## src/common/fsrd_pkg.sv

```systemverilog
package fsrd_pkg;

	// ==========================================================
	// configuration space word offsets
	localparam logic [11:0] CFG_MAKER_ID   = 12'h000;
	localparam logic [11:0] CFG_PART_ID    = 12'h001;
	localparam logic [11:0] CFG_BLOCK_LOCK = 12'h002;
	localparam logic [11:0] CFG_GLOBAL     = 12'h003;
	localparam logic [11:0] CFG_MODE_COPY  = 12'h004;
	localparam logic [11:0] CFG_HW_DISABLE = 12'h005;

	// ==========================================================
	// status word bit positions
	localparam int SR_DEV_LEVEL  = 0;
	localparam int SR_BANK_LO    = 1;
	localparam int SR_BANK_HI    = 2;
	localparam int SR_PROT_VIOL  = 3;
	localparam int SR_PROG_FAIL  = 4;
	localparam int SR_ERASE_FAIL = 5;
	localparam int SR_READY      = 7;

	// ==========================================================
	// reset values
	localparam logic       HW_DISABLE_RST = 1'b0;
	localparam logic [15:0] MODE_COPY_RST = 16'h0000;

	// ==========================================================
	// read source selection
	typedef enum logic [1:0] {
		FSRD_RD_ARRAY,
		FSRD_RD_STATUS,
		FSRD_RD_CONFIG
	} fsrd_rdmode_e;

	// events reported by the write engine, one-cycle pulses
	typedef struct packed {
		logic       start;
		logic       device_level;
		logic [1:0] bank;
		logic       done;
		logic       erase_fail;
		logic       unprotect_fail;
		logic       prog_fail;
		logic       protect_viol;
	} fsrd_engine_ev_s;

	// host read request
	typedef struct packed {
		logic        valid;
		fsrd_rdmode_e mode;
		logic [1:0]  bank;
		logic [11:0] addr;
	} fsrd_read_req_s;

endpackage : fsrd_pkg

```

## src/verilog/fsrd_status_cfg.sv

```systemverilog
// Chosen here: strobed register access.
`timescale 1ns/1ps
module fsrd_status_cfg #(
	parameter int          NUM_BLOCKS = 64,
	parameter logic        X32        = 1'b0,
	// arbitrary identity values, not those of any part
	parameter logic [15:0] MAKER_ID   = 16'h00A5,
	parameter logic [15:0] PART_X16   = 16'h0011,
	parameter logic [15:0] PART_X32   = 16'h0012
) (
	// clock and reset
	input  wire logic                      mclk,
	input  wire logic                      srst,
	// write engine events and commands
	input  wire fsrd_pkg::fsrd_engine_ev_s engine_ev,
	input  wire logic                      clear_status,
	input  wire logic                      mode_load,
	input  wire logic [15:0]               mode_data,
	input  wire logic                      lock_write,
	input  wire logic [$clog2(NUM_BLOCKS)-1:0] lock_block,
	input  wire logic                      lock_value,
	input  wire logic                      global_write,
	input  wire logic                      global_value,
	input  wire logic                      hw_disable_set,
	// host read port
	input  wire fsrd_pkg::fsrd_read_req_s  rd_req,
	input  wire logic [15:0]               array_word,
	input  wire logic [15:0]               held_row_word,
	output logic                           rd_valid,
	output logic [31:0]                    rd_data,
	output logic                           engine_ready_bit
);
	import fsrd_pkg::*;

	localparam int BW = $clog2(NUM_BLOCKS);

	// ==========================================================
	// write engine tracking
	logic       busy;
	logic       device_level_op_flag;
	logic [1:0] active_bank;
	logic       erase_fail_flag;
	logic       prog_fail_flag;
	logic       protect_viol_flag;

	always_ff @(posedge mclk) begin
		if (srst)
			busy <= 1'b0;
		else if (engine_ev.start)
			busy <= 1'b1;
		else if (engine_ev.done)
			busy <= 1'b0;
	end

	// operation level and bank latched at start
	always_ff @(posedge mclk) begin
		if (srst) begin
			device_level_op_flag <= 1'b0;
			active_bank          <= 2'h0;
		end else if (engine_ev.start) begin
			device_level_op_flag <= engine_ev.device_level;
			active_bank          <= engine_ev.bank;
		end
	end

	// erase failure sets; set wins over clear
	// cleared only by clear command or reset
	always_ff @(posedge mclk) begin
		if (srst)
			erase_fail_flag <= 1'b0;
		// unprotect failure sets the same flag
		else if (engine_ev.erase_fail || engine_ev.unprotect_fail)
			erase_fail_flag <= 1'b1;
		else if (clear_status)
			erase_fail_flag <= 1'b0;
	end

	always_ff @(posedge mclk) begin
		if (srst)
			prog_fail_flag <= 1'b0;
		else if (engine_ev.prog_fail)
			prog_fail_flag <= 1'b1;
		else if (clear_status)
			prog_fail_flag <= 1'b0;
	end

	// violation cleared only by clear or reset
	always_ff @(posedge mclk) begin
		if (srst)
			protect_viol_flag <= 1'b0;
		else if (engine_ev.protect_viol)
			protect_viol_flag <= 1'b1;
		else if (clear_status)
			protect_viol_flag <= 1'b0;
	end

	assign engine_ready_bit = ~busy;

	// ==========================================================
	// status word assembly
	logic [15:0] status_word;

	always_comb begin
		status_word = 16'h0000;
		status_word[SR_READY]      = ~busy;
		status_word[SR_ERASE_FAIL] = erase_fail_flag;
		status_word[SR_PROG_FAIL]  = prog_fail_flag;
		status_word[SR_PROT_VIOL]  = protect_viol_flag;
		// bank code straight from bank number
		// bank bits forced low when ready
		status_word[SR_BANK_HI]    = busy & active_bank[1];
		status_word[SR_BANK_LO]    = busy & active_bank[0];
		// level flag forced low when ready
		status_word[SR_DEV_LEVEL]  = busy & device_level_op_flag;
	end

	// ==========================================================
	// configuration storage
	logic [NUM_BLOCKS-1:0] block_lock;
	logic                  global_lock;
	logic [15:0]           mode_copy;
	logic                  hw_disable;

	// lock bits are nonvolatile in silicon; here they start unlocked
	always_ff @(posedge mclk) begin
		if (srst)
			block_lock <= '0;
		else if (lock_write)
			block_lock[lock_block] <= lock_value;
	end

	always_ff @(posedge mclk) begin
		if (srst)
			global_lock <= 1'b0;
		else if (global_write)
			global_lock <= global_value;
	end

	always_ff @(posedge mclk) begin
		if (srst)
			mode_copy <= MODE_COPY_RST;
		else if (mode_load)
			mode_copy <= mode_data;
	end

	// factory value zero, only ever set
	always_ff @(posedge mclk) begin
		if (srst)
			hw_disable <= HW_DISABLE_RST;
		else if (hw_disable_set)
			hw_disable <= 1'b1;
	end

	// ==========================================================
	// configuration decode
	logic [15:0]   cfg_word;
	logic [BW-1:0] blk_index;
	logic [9:0]    blk_digit;

	// block number is the low BW bits of bank plus upper address digits; bank drops out unless BW exceeds 10
	always_comb begin
		blk_digit = {2'h0, rd_req.addr[11:4]};
		blk_index = BW'({rd_req.bank, blk_digit});
	end

	always_comb begin
		// reserved and don't-care bits return zero
		cfg_word = 16'h0000;
		case (rd_req.addr[3:0])
			CFG_MAKER_ID[3:0]:   cfg_word = MAKER_ID;
			CFG_PART_ID[3:0]:    cfg_word = X32 ? PART_X32 : PART_X16;
			CFG_BLOCK_LOCK[3:0]: cfg_word[0] = block_lock[blk_index];
			CFG_GLOBAL[3:0]:     cfg_word[0] = global_lock;
			CFG_MODE_COPY[3:0]:  cfg_word = mode_copy;
			CFG_HW_DISABLE[3:0]: cfg_word[0] = hw_disable;
			default:             cfg_word = 16'h0000;
		endcase
	end

	// ==========================================================
	// read data path
	logic [15:0] next_word;

	always_comb begin
		case (rd_req.mode)
			FSRD_RD_STATUS: next_word = status_word;
			FSRD_RD_CONFIG: next_word = cfg_word;
			// busy bank of a bank-level operation shows row held before the sequence
			FSRD_RD_ARRAY:  next_word = (busy && !device_level_op_flag &&
			                            rd_req.bank == active_bank) ?
			                            held_row_word : array_word;
			default:        next_word = 16'h0000;
		endcase
	end

	// reads never stalled by engine activity
	always_ff @(posedge mclk) begin
		if (srst)
			rd_valid <= 1'b0;
		else
			rd_valid <= rd_req.valid;
	end

	// x32 upper half copies lower half
	always_ff @(posedge mclk) begin
		if (srst)
			rd_data <= 32'h0000_0000;
		else if (rd_req.valid)
			rd_data <= X32 ? {next_word, next_word} : {16'h0000, next_word};
	end
endmodule : fsrd_status_cfg

```

## config.mk

```make
export PLATFORM = sky130hd
export DESIGN_NAME = fsrd_status_cfg
export DESIGN_NICKNAME = d
export VERILOG_FILES = /design/src/common/fsrd_pkg.sv /design/src/verilog/fsrd_status_cfg.sv
export SDC_FILE = /design/constraint.sdc
export NUM_CORES = 1
export LEC_CHECK = 0
export BUFFER_PORTS_ARGS = -buffer_cell sky130_fd_sc_hd__clkbuf_2
export CORE_ASPECT_RATIO = 0.5
export CORE_MARGIN = 3
export CORE_UTILIZATION = 45
export DETAILED_ROUTE_END_ITERATION = 16
export PLACE_DENSITY = 0.79
export SYNTH_ARGS = -nofsm -noshare
export SYNTH_HDL_FRONTEND = slang
export SYNTH_SLANG_ARGS = --single-unit
```

## constraint.sdc

```tcl
create_clock -name mclk -period 2.6 [get_ports mclk]
set_input_delay 0.26 -clock mclk [delete_from_list [all_inputs] [get_ports mclk]]
set_output_delay 0.26 -clock mclk [all_outputs]
set_load 0.005 [all_outputs]
```

==> run summary, run 1 <==
Status: complete, no violations
Final nets: 791
Final setup vio count: 0
Setup Crit Path Kind: reg2reg
Synth Flop Type: dfxtp_1
Mean Syn Cell Area: 8.52 um^2
Die Ht: 83.0 um
Fin crit period: 2120 ps
Slew @ Worst Pin: 784 ps
Max VDD drop: 285 uV
FFs w/ async S/R, synth: 0
ANT cells: 0
Area grow syn2layout: 16.2%
DRC violations left: 0
Area of the mapped netlist: 5340 um^2
Routed WL: 14.0 mm
Routed length per instance: 16.1 um
Largest net degree at the start of global routing: 65
Fin. max-slew vios: 0
Clock Tree Root: clkbuf_16
Detailed placer's ending HPWL: 9.63 mm
RSZ-0062 raised after global routing: no
Register Area: 2120 um^2
Hold WC Path Type: in2reg
Num CTS Buffers: 9
Cell Rows: 27
Die W: 160 um
Cell variety after synth: 50
Drt via density: 5.53
Post-CTS Hold Buffers: 0
Core footprint: 11,300 um^2
Vias in the first global route: 4,535
CTS tree: built
Total grt overflow: 0
Slew HR: 0.473
Iter 0 DRT Violations: 407
Sum Neg Setup Slack: 0 ps
Gpl congestion: 0.831
Sink Count: 106
CP endpoint kind: flip-flop
Initial antenna violation count: 0
Register area share after synthesis: 0.398
Post-synth EDFFs: 0
GR Util All Layers: 0.206
Synth Instances: 626
Worst-Skew Late Latency: 350 ps
Lkg Pwr: 0.00268 uW
Die area: 13,300 um^2
Detailed Routing Iterations Pass 1: 5
Final hold violations: 0
Buffers added on ports: 104
H-Tree Level Count: 3
Cts repair resizes: 0
Fillers: 1,030
Power Density: 572 nW/um^2
Final hold slack: 115 ps
Starting density of the core: 0.473
Multi-input logic area: 2910 um^2
Crit path max fanout: 12
Layout cells sized above 1: 0.233
Req. time, crit path: 2830 ps
Vias post-DR: 4,791
Synth Warn #: 0
Max clock buf depth: 2
Startpoint Class: flip-flop
Setup Buffers After CTS: 0
Boundary pin count: 123
CP arrival: 2350 ps
Synthesized flop and latch total: 106
Clock transition at the registers of the reported paths: 70 ps
Worst Skew: 4.85 ps
First-pass GRT wire length: 22.4 mm
Maxcap violations: 0
ANT nets after route: 0
FMAX: 0.473 GHz
Period utilisation layout: 0.814
-- worst paths after layout --
check	from	end	slack (ps)	cells after the start
setup / recovery	active_bank[1]	rd_data[7]	480	6
hold / removal	engine_ev[1]	prog_fail_flag	110	3
setup reg to reg	active_bank[1]	rd_data[7]	480	6
hold reg to reg	rd_data[12]	rd_data[12]	460	2
-- registers in the layout, summed over array words and instances, names as in the netlist --
| register | count |
|---|---|
| block_lock | 64 |
| mode_copy | 16 |
| rd_data | 16 |
| active_bank | 2 |
| busy | 1 |
| device_level_op_flag | 1 |
| erase_fail_flag | 1 |
| global_lock | 1 |
| hw_disable | 1 |
| prog_fail_flag | 1 |
| protect_viol_flag | 1 |
| rd_valid | 1 |
-- Yosys cell counts (2+ instances only) --
| cell type | instances | share of area |
|---|---|---|
| dfxtp_1 | 106 | 0.40 |
| nor2_1 | 90 | 0.063 |
| nand2_1 | 89 | 0.063 |
| mux2i_1 | 57 | 0.11 |
| clkbuf_1 | 42 | 0.030 |
| o21ai_0 | 39 | 0.037 |
| a21oi_1 | 38 | 0.036 |
| buf_4 | 16 | 0.023 |
| mux4_2 | 15 | 0.063 |
| mux2_2 | 14 | 0.030 |
| nand4_1 | 11 | 0.013 |
| nand3_1 | 10 | 0.0094 |
| inv_1 | 9 | 0.0063 |
| nor3_1 | 9 | 0.0084 |
| a22oi_1 | 7 | 0.0098 |
| nor3b_1 | 7 | 0.0098 |
| and2_1 | 6 | 0.0070 |
| nand2b_1 | 6 | 0.0070 |
| nand4b_1 | 6 | 0.0098 |
| a222oi_1 | 4 | 0.0075 |
| a31oi_1 | 4 | 0.0047 |
| buf_2 | 4 | 0.0038 |
| a221oi_1 | 3 | 0.0049 |
| nor4_1 | 3 | 0.0035 |
| a2111oi_0 | 2 | 0.0033 |
| a211oi_1 | 2 | 0.0028 |
| nor2b_1 | 2 | 0.0023 |
| o21ai_1 | 2 | 0.0019 |
| xor2_1 | 2 | 0.0033 |
-- worst max-delay path: stages (launching register included) --
cell      delay [ps]
dfxtp_1          340
xor2_1           160
or4_1            610
buf_4            260
mux2_4           310
a222oi_1         220
o21ai_1          100
-- kinds of logic (layout without fill, tap and decap cells) --
family,after synthesis,count (layout),synth area share
simple gates,246,246,0.206
compound gates,108,108,0.119
flops,106,106,0.398
mux,88,88,0.205
buf+inv,75,141,0.0685
xor+xnor,2,2,0.00328
other cells,1,16,0.000703
-- stage by stage --
| step | utilization | std cells | setup slack [ps] | total power, uW | instance area [um^2] |
|---|---|---|---|---|---|
| after global routing | 0.549 | 866 | 378 | 3670 | 6200 |
| after CTS | 0.549 | 866 | 503 | 3570 | 6200 |
| final | 0.549 | 866 | 484 | 3550 | 6200 |
| after detailed placement | 0.520 | 850 | 498 | 2090 | 5870 |
| after floorplan | - | 641 | 704 | 1960 | 5390 |
| after global placement | 0.520 | 850 | 528 | 2080 | 5870 |
-- placed cells by master, fill, tap and decap left out, types with 2 or more instances in the layout --
master and instances:
clkbuf_2 104, nor3b_1 7, nand2b_1 6, a211oi_1 2
nand2_1 89, conb_1 16, mux4_2 15, a221oi_1 3
a2111oi_0 2, nor2_1 90, inv_1 9, nor3_1 9
dfxtp_1 106, nand4b_1 6, clkinvlp_4 2, o21ai_0 39
and2_1 6, buf_4 11, inv_6 2, a31oi_1 4
xor2_1 2, nand3_1 10, nand4_1 11, a21oi_1 38
bufinv_16 2, nor2b_1 2, o21ai_1 2, a22oi_1 7
mux2_2 14, clkbuf_16 9, nor4_1 2, a222oi_1 4
mux2i_1 57
-- cell type report --
| class | count | area share |
|---|---|---|
| Clock buffer | 9 | 0.0363 |
| Clock inverter | 7 | 0.0164 |
| Inverter | 10 | 0.00606 |
| Multi-Input combinational cell | 460 | 0.470 |
| Sequential cell | 106 | 0.342 |
| Tap cell | 159 | 0.0321 |
| Timing Repair Buffer | 115 | 0.0973 |
-- where the power goes --
group	switching (uW)	internal [uW]
registers	21.2	1660
logic	227	151
clock network	634	853
-- metal layers --
layer	wire length, um	vias to the layer above	global-route usage
li1	-	2304	-
met1	5970	2237	0.263
met2	6630	225	0.350
met3	1140	25	0.0483
met4	231	0	0.0606
met5	0	-	0
No activity file was read; power rests on OpenSTA's default activity.
==> run 2, diff against run 1 <==
==> constraint.sdc (replaced) <==
create_clock -name mclk -period 1.95 [get_ports mclk]
set_input_delay 0.195 -clock mclk [delete_from_list [all_inputs] [get_ports mclk]]
set_output_delay 0.195 -clock mclk [all_outputs]
set_load 0.005 [all_outputs]
==> run 2 against run 1 <==
  * Wire length is 0.73% higher
  * Utilization grew 1.0 points
  * Largest power group unchanged
  * Via count grew 0.58%
  * Largest cell class unchanged
  * Critical endpoint unchanged
  * Global-route usage grew 0.54 points
==> run summary, run 2 (synthesized netlist as in run 1, its figures left out) <==
Worst R2R Start: active_bank[1]
Reg-to-Reg End: rd_data[7]
Status: complete, no violations
GR Util All Layers: 0.212
Largest net degree at the start of global routing: 87
Most frequent cells in the layout: dfxtp_1, clkbuf_2, nor2_1
Die Ht: 83.0 um
Final hold violations: 0
Startpoint Class: flip-flop
Max VDD drop: 441 uV
Clock transition at the registers of the reported paths: 70 ps
Slew HR: 0.415
Worst Skew: 6.44 ps
CP endpoint kind: flip-flop
Final core occ: 0.559
Final hold slack: 51.1 ps
CP max stage delay: 520 ps
Final nets: 804
Iter 0 DRT Violations: 548
Gpl congestion: 0.901
Clock Tree Root: clkbuf_16
Most common cell after layout, fill and taps aside: dfxtp_1
Vias post-DR: 4,819
Crit. Startpoint: active_bank[1]
Max clock buf depth: 2
Area grow syn2layout: 18.3%
Power Density: 714 nW/um^2
Routed WL: 14.1 mm
Buffers added on ports: 104
Worst-Skew Late Latency: 350 ps
Req. time, crit path: 2180 ps
Worst-path cell chain: xor2_1 -> or4_4 -> buf_12 -> mux2_4 -> a222oi_1 -> o21ai_1
Flop-to-flop setup slack: 40 ps
ANT cells: 0
Regs by FF count: block_lock x64, mode_copy x16, rd_data x16
FMAX: 0.523 GHz
Num CTS Buffers: 9
Setup Crit Path Kind: reg2reg
Final Worst Setup Slack: 36.4 ps
Maxcap violations: 0
Worst path slowest cell: or4_4
Total grt overflow: 0
Hold Path Sink: prog_fail_flag
R2r worst-path depth: 6
Period utilisation layout: 0.981
Final setup vio count: 0
Initial antenna violation count: 0
Post-Place Worst Slack: -40.2 ps
CP arrival: 2140 ps
Hold_sp: engine_ev[1]
Detailed Routing Iterations Pass 1: 7
Vias in the first global route: 4,565
Core footprint: 11,300 um^2
Cell Rows: 27
ANT nets after route: 0
Largest reg by FF count: block_lock
Boundary pin count: 123
Hold path depth: 3
Routed length per instance: 16.0 um
Detailed placer's ending HPWL: 10.0 mm
Sink Count: 106
CTS tree: built
Slew @ Worst Pin: 877 ps
Lkg Pwr: 0.00275 uW
RSZ-0062 raised after global routing: yes
Largest register FFs: 64
Die area: 13,300 um^2
Fin. max-slew vios: 0
Drt via density: 5.48
Fin crit period: 1910 ps
Starting density of the core: 0.473
DRC violations left: 0
H-Tree Level Count: 3
First-pass GRT wire length: 23.2 mm
Hold WC Path Type: in2reg
Layout cells sized above 1: 0.254
Die W: 160 um
Crit path max fanout: 12
run 2: cell count changes in the layout (fill, tap and decap cells not counted), moves of 2 or more:
| cell | change |
|---|---|
| a221oi_1 | -3 |
| a221oi_2 | +3 |
| buf_12 | +3 |
| buf_4 | +10 |
| bufinv_16 | -2 |
| clkinv_2 | +2 |
run 2: cell type report:
class	instances	area (um^2)
fill	994	4970
multi-input combinational	460	2930
sequential	106	2120
timing repair buffer	128	738
clock buffer	10	239
tap	159	199
clock inverter	6	41.3
inverter	10	37.5
run 2: per-stage QoR:
stage               std cells  TNS, ps  power (uW)  instance area, um^2
finish                    879        0        4500                 6310
global route              879    -84.6        4700                 6310
detailed placement        862    -63.7        2810                 5990
global placement          862        0        2800                 5990
CTS                       878        0        4510                 6270
floorplan                 641        0        2620                 5390
run 2: power by group:
| part | internal, uW | switching, uW | leakage [uW] |
|---|---|---|---|
| Clock | 901 | 827 | 0.000131 |
| Sequential | 2210 | 29.1 | 0.000862 |
| Combinational | 227 | 307 | 0.00175 |
| Total | 3340 | 1160 | 0.00275 |
run 2: critical path: cells and delay by family, from the launching register on:
kind / cells / cell delay [ps]
flip-flops: 1 / 320
multiplexers: 1 / 290
AO/OA/AOI/OAI: 2 / 330
XOR/XNOR: 1 / 150
buffers and inverters: 1 / 170
AND/OR/NAND/NOR: 1 / 520
run 2: worst max path at each step:
stage / end / slack [ps] / cells past startpoint
detailed placement: rd_data[7] / -40 / 6
finish: rd_data[7] / 40 / 6
global placement: rd_data[7] / 20 / 6
floorplan: rd_data[7] / 50 / 7
CTS: rd_data[6] / 1 / 6
global route: rd_data[7] / -50 / 6
run 2: metal layers:
metal	vias to the layer above	routed length (um)	GRT usage
met5	-	0	0
met4	0	224	0.0567
li1	2344	-	-
met3	21	1070	0.0468
met1	2250	6230	0.281
met2	204	6540	0.351
run 2: repair_timing:
action | 4_1_cts | 5_1_grt
pin swaps | 0 | 4
endpoints found under the setup margin | 2 | 6
hold buffers | 0 | 0
hold endpoints to repair | 0 | 0
resized for setup | 2 | 7
setup buffers | 0 | 1
==> run 3, diff against run 2 <==
--- a/config.mk
+++ b/config.mk
@@ -10,7 +10,7 @@
 export CORE_MARGIN = 3
 export CORE_UTILIZATION = 45
 export DETAILED_ROUTE_END_ITERATION = 16
-export PLACE_DENSITY = 0.79
+export PLACE_DENSITY = 0.81
 export SYNTH_ARGS = -nofsm -noshare
 export SYNTH_HDL_FRONTEND = slang
 export SYNTH_SLANG_ARGS = --single-unit
==> constraint.sdc (replaced) <==
create_clock -name mclk -period 1.5 [get_ports mclk]
set_input_delay 0.15 -clock mclk [delete_from_list [all_inputs] [get_ports mclk]]
set_output_delay 0.15 -clock mclk [all_outputs]
set_load 0.005 [all_outputs]
==> run 3 against run 2 <==
  * The run now ends with setup timing left
  * Sequential share of layout area is 1.8 points lower
  * Non-clock buffer count rose by 35
  * Die area stayed put
  * Via count grew 3.4%
  * Sequential power rose by 30%
  * Critical path depth unchanged
  * Clock skew is 1.6 ps higher
  * Maximum frequency shrank 1.2%
  * Global-route usage is 0.70 points higher
  * Setup slack got worse by 470 ps
  * Critical path type unchanged
  * Largest cell class unchanged
==> run summary, run 3 (synthesized netlist as in run 1, its figures left out) <==
H-Tree Level Count: 3
Psw: 1550 uW
Clock Power Share: 0.411
Buffers added on ports: 104
Worst R2R Start: active_bank[1]
CP endpoint kind: flip-flop
Startpoint Class: flip-flop
ANT nets after route: 0
Num CTS Buffers: 9
Cell Rows: 27
Boundary pin count: 123
Fin crit period: 1940 ps
Hold WC Path Type: in2reg
ANT cells: 0
Most common cell after layout, fill and taps aside: dfxtp_1
Power Density: 938 nW/um^2
Setup Crit Path Kind: reg2reg
Reg-to-Reg End: rd_data[4]
CTS tree: built
FMAX: 0.516 GHz
Vias in the first global route: 4,793
Maxcap violations: 0
Crit. Startpoint: active_bank[1]
Iter 0 DRT Violations: 563
Final Worst Setup Slack: -437 ps
Clock Tree Root: clkbuf_16
Critical Path Sink: rd_data[4]
R2r worst-path depth: 6
Period utilisation layout: 1.29
Gpl congestion: 0.874
Detailed placer's ending HPWL: 10.6 mm
Final design area excluding fillers: 6670 um^2
First-pass GRT wire length: 24.0 mm
Drt via density: 5.45
CP arrival: 2150 ps
Flop pwr share: 0.466
DRC violations left: 0
Starting density of the core: 0.473
Metal-1 WL: 6.12 mm
Area grow syn2layout: 25.0%
Largest register FFs: 64
Slew @ Worst Pin: 724 ps
Crit path max fanout: 7
Largest reg by FF count: block_lock
Int Power: 4710 uW
Highest metal used: met4
Met3 Wirelength: 908 um
Worst-Skew Late Latency: 350 ps
Total grt overflow: 0
Fin. max-slew vios: 0
WL met2: 7.29 mm
Die W: 160 um
Comb pwr share: 0.123
Die Ht: 83.0 um
Worst Skew: 8.02 ps
Layout cells sized above 1: 0.293
Sw Ratio: 0.247
Routed WL: 14.5 mm
Vias post-DR: 4,984
Sink Count: 106
Flop-to-flop setup slack: -440 ps
Final setup vio count: 16
Final hold violations: 0
Slew HR: 0.515
Detailed Routing Iterations Pass 1: 5
GR Util All Layers: 0.219
Status: finished with violations
Max clock buf depth: 2
Final nets: 839
Most frequent cells in the layout: dfxtp_1, clkbuf_2, nor2_1
Largest net degree at the start of global routing: 90
Req. time, crit path: 1710 ps
Die area: 13,300 um^2
Post-Place Worst Slack: -481 ps
Initial antenna violation count: 0
Core footprint: 11,300 um^2
Violated checks: setup timing
Regs by FF count: block_lock x64, mode_copy x16, rd_data x16
RSZ-0062 raised after global routing: yes
Max VDD drop: 571 uV
Area after DPL: 6300 um^2
Lkg Pwr: 0.00296 uW
Routed length per instance: 15.9 um
Clock transition at the registers of the reported paths: 70 ps
==> run 3: cell count changes in the layout (fill, tap and decap cells not counted), sizes merged <==
cell	previous run	this run
buf	24	59
bufinv	0	2
clkbuf	114	113
clkinvlp	3	1
inv	11	12
==> run 3: worst max-delay path, stage by stage (launching register included) <==
cell      delay [ps]
dfxtp_2          330
xor2_1           160
or4_4            520
buf_8            160
mux2_2           260
a222oi_1         240
o21ai_0          130
==> run 3: cell type report <==
type,count,area [um^2]
fill,936,4610
multi-input combinational,460,2950
sequential,106,2120
timing repair buffer,163,1030
clock buffer,9,225
tap,159,199
clock inverter,7,101
inverter,10,37.5
==> run 3: per-layer routing <==
metal	GRT usage	vias up
met5	0	-
met4	0.0606	0
met3	0.0448	24
li1	-	2409
met2	0.387	186
met1	0.272	2365
==> run 3: timing repair <==
item / in CTS / in global routing
endpoints found under the setup margin: 16 / 16
resized for setup: 4 / 4
buffers inserted: 1 / 1
hold buffers: 0 / 0
endpoints found under the hold margin: 0 / 0
==> run 3: per-stage QoR <==
stage	instances	utilization	total power, uW	hold WS [ps]	TNS (ps)
6_report	914	0.591	6260	12.1	-5640
5_1_grt	914	0.591	6510	21.9	-6760
4_1_cts	913	0.589	6270	10.3	-5340
3_5_place_dp	896	0.558	3720	367	-6240
3_3_place_gp	896	0.558	3710	362	-5230
2_1_floorplan	641	-	3410	266	-4360
==> run 3: worst min-delay path by stage <==
| stage | startpoint | endpoint | slack (ps) | depth (start not counted) |
|---|---|---|---|---|
| final | engine_ev[0] | protect_viol_flag | 10 | 3 |
| after detailed placement | engine_ev[1] | prog_fail_flag | 370 | 3 |
| after floorplan | hw_disable_set | hw_disable | 270 | 2 |
| after global placement | hw_disable_set | hw_disable | 360 | 3 |
| after global routing | hw_disable_set | hw_disable | 20 | 3 |
| after CTS | engine_ev[0] | protect_viol_flag | 10 | 3 |
==> run 3: power groups by stage <==
stage | Sequential [uW] | Clock (uW) | Combinational, uW
global placement | 2980 | 0 | 733
finish | 2910 | 2570 | 771
global route | 2920 | 2750 | 840
CTS | 2910 | 2600 | 755
floorplan | 2970 | 0 | 436
detailed placement | 2980 | 0 | 744
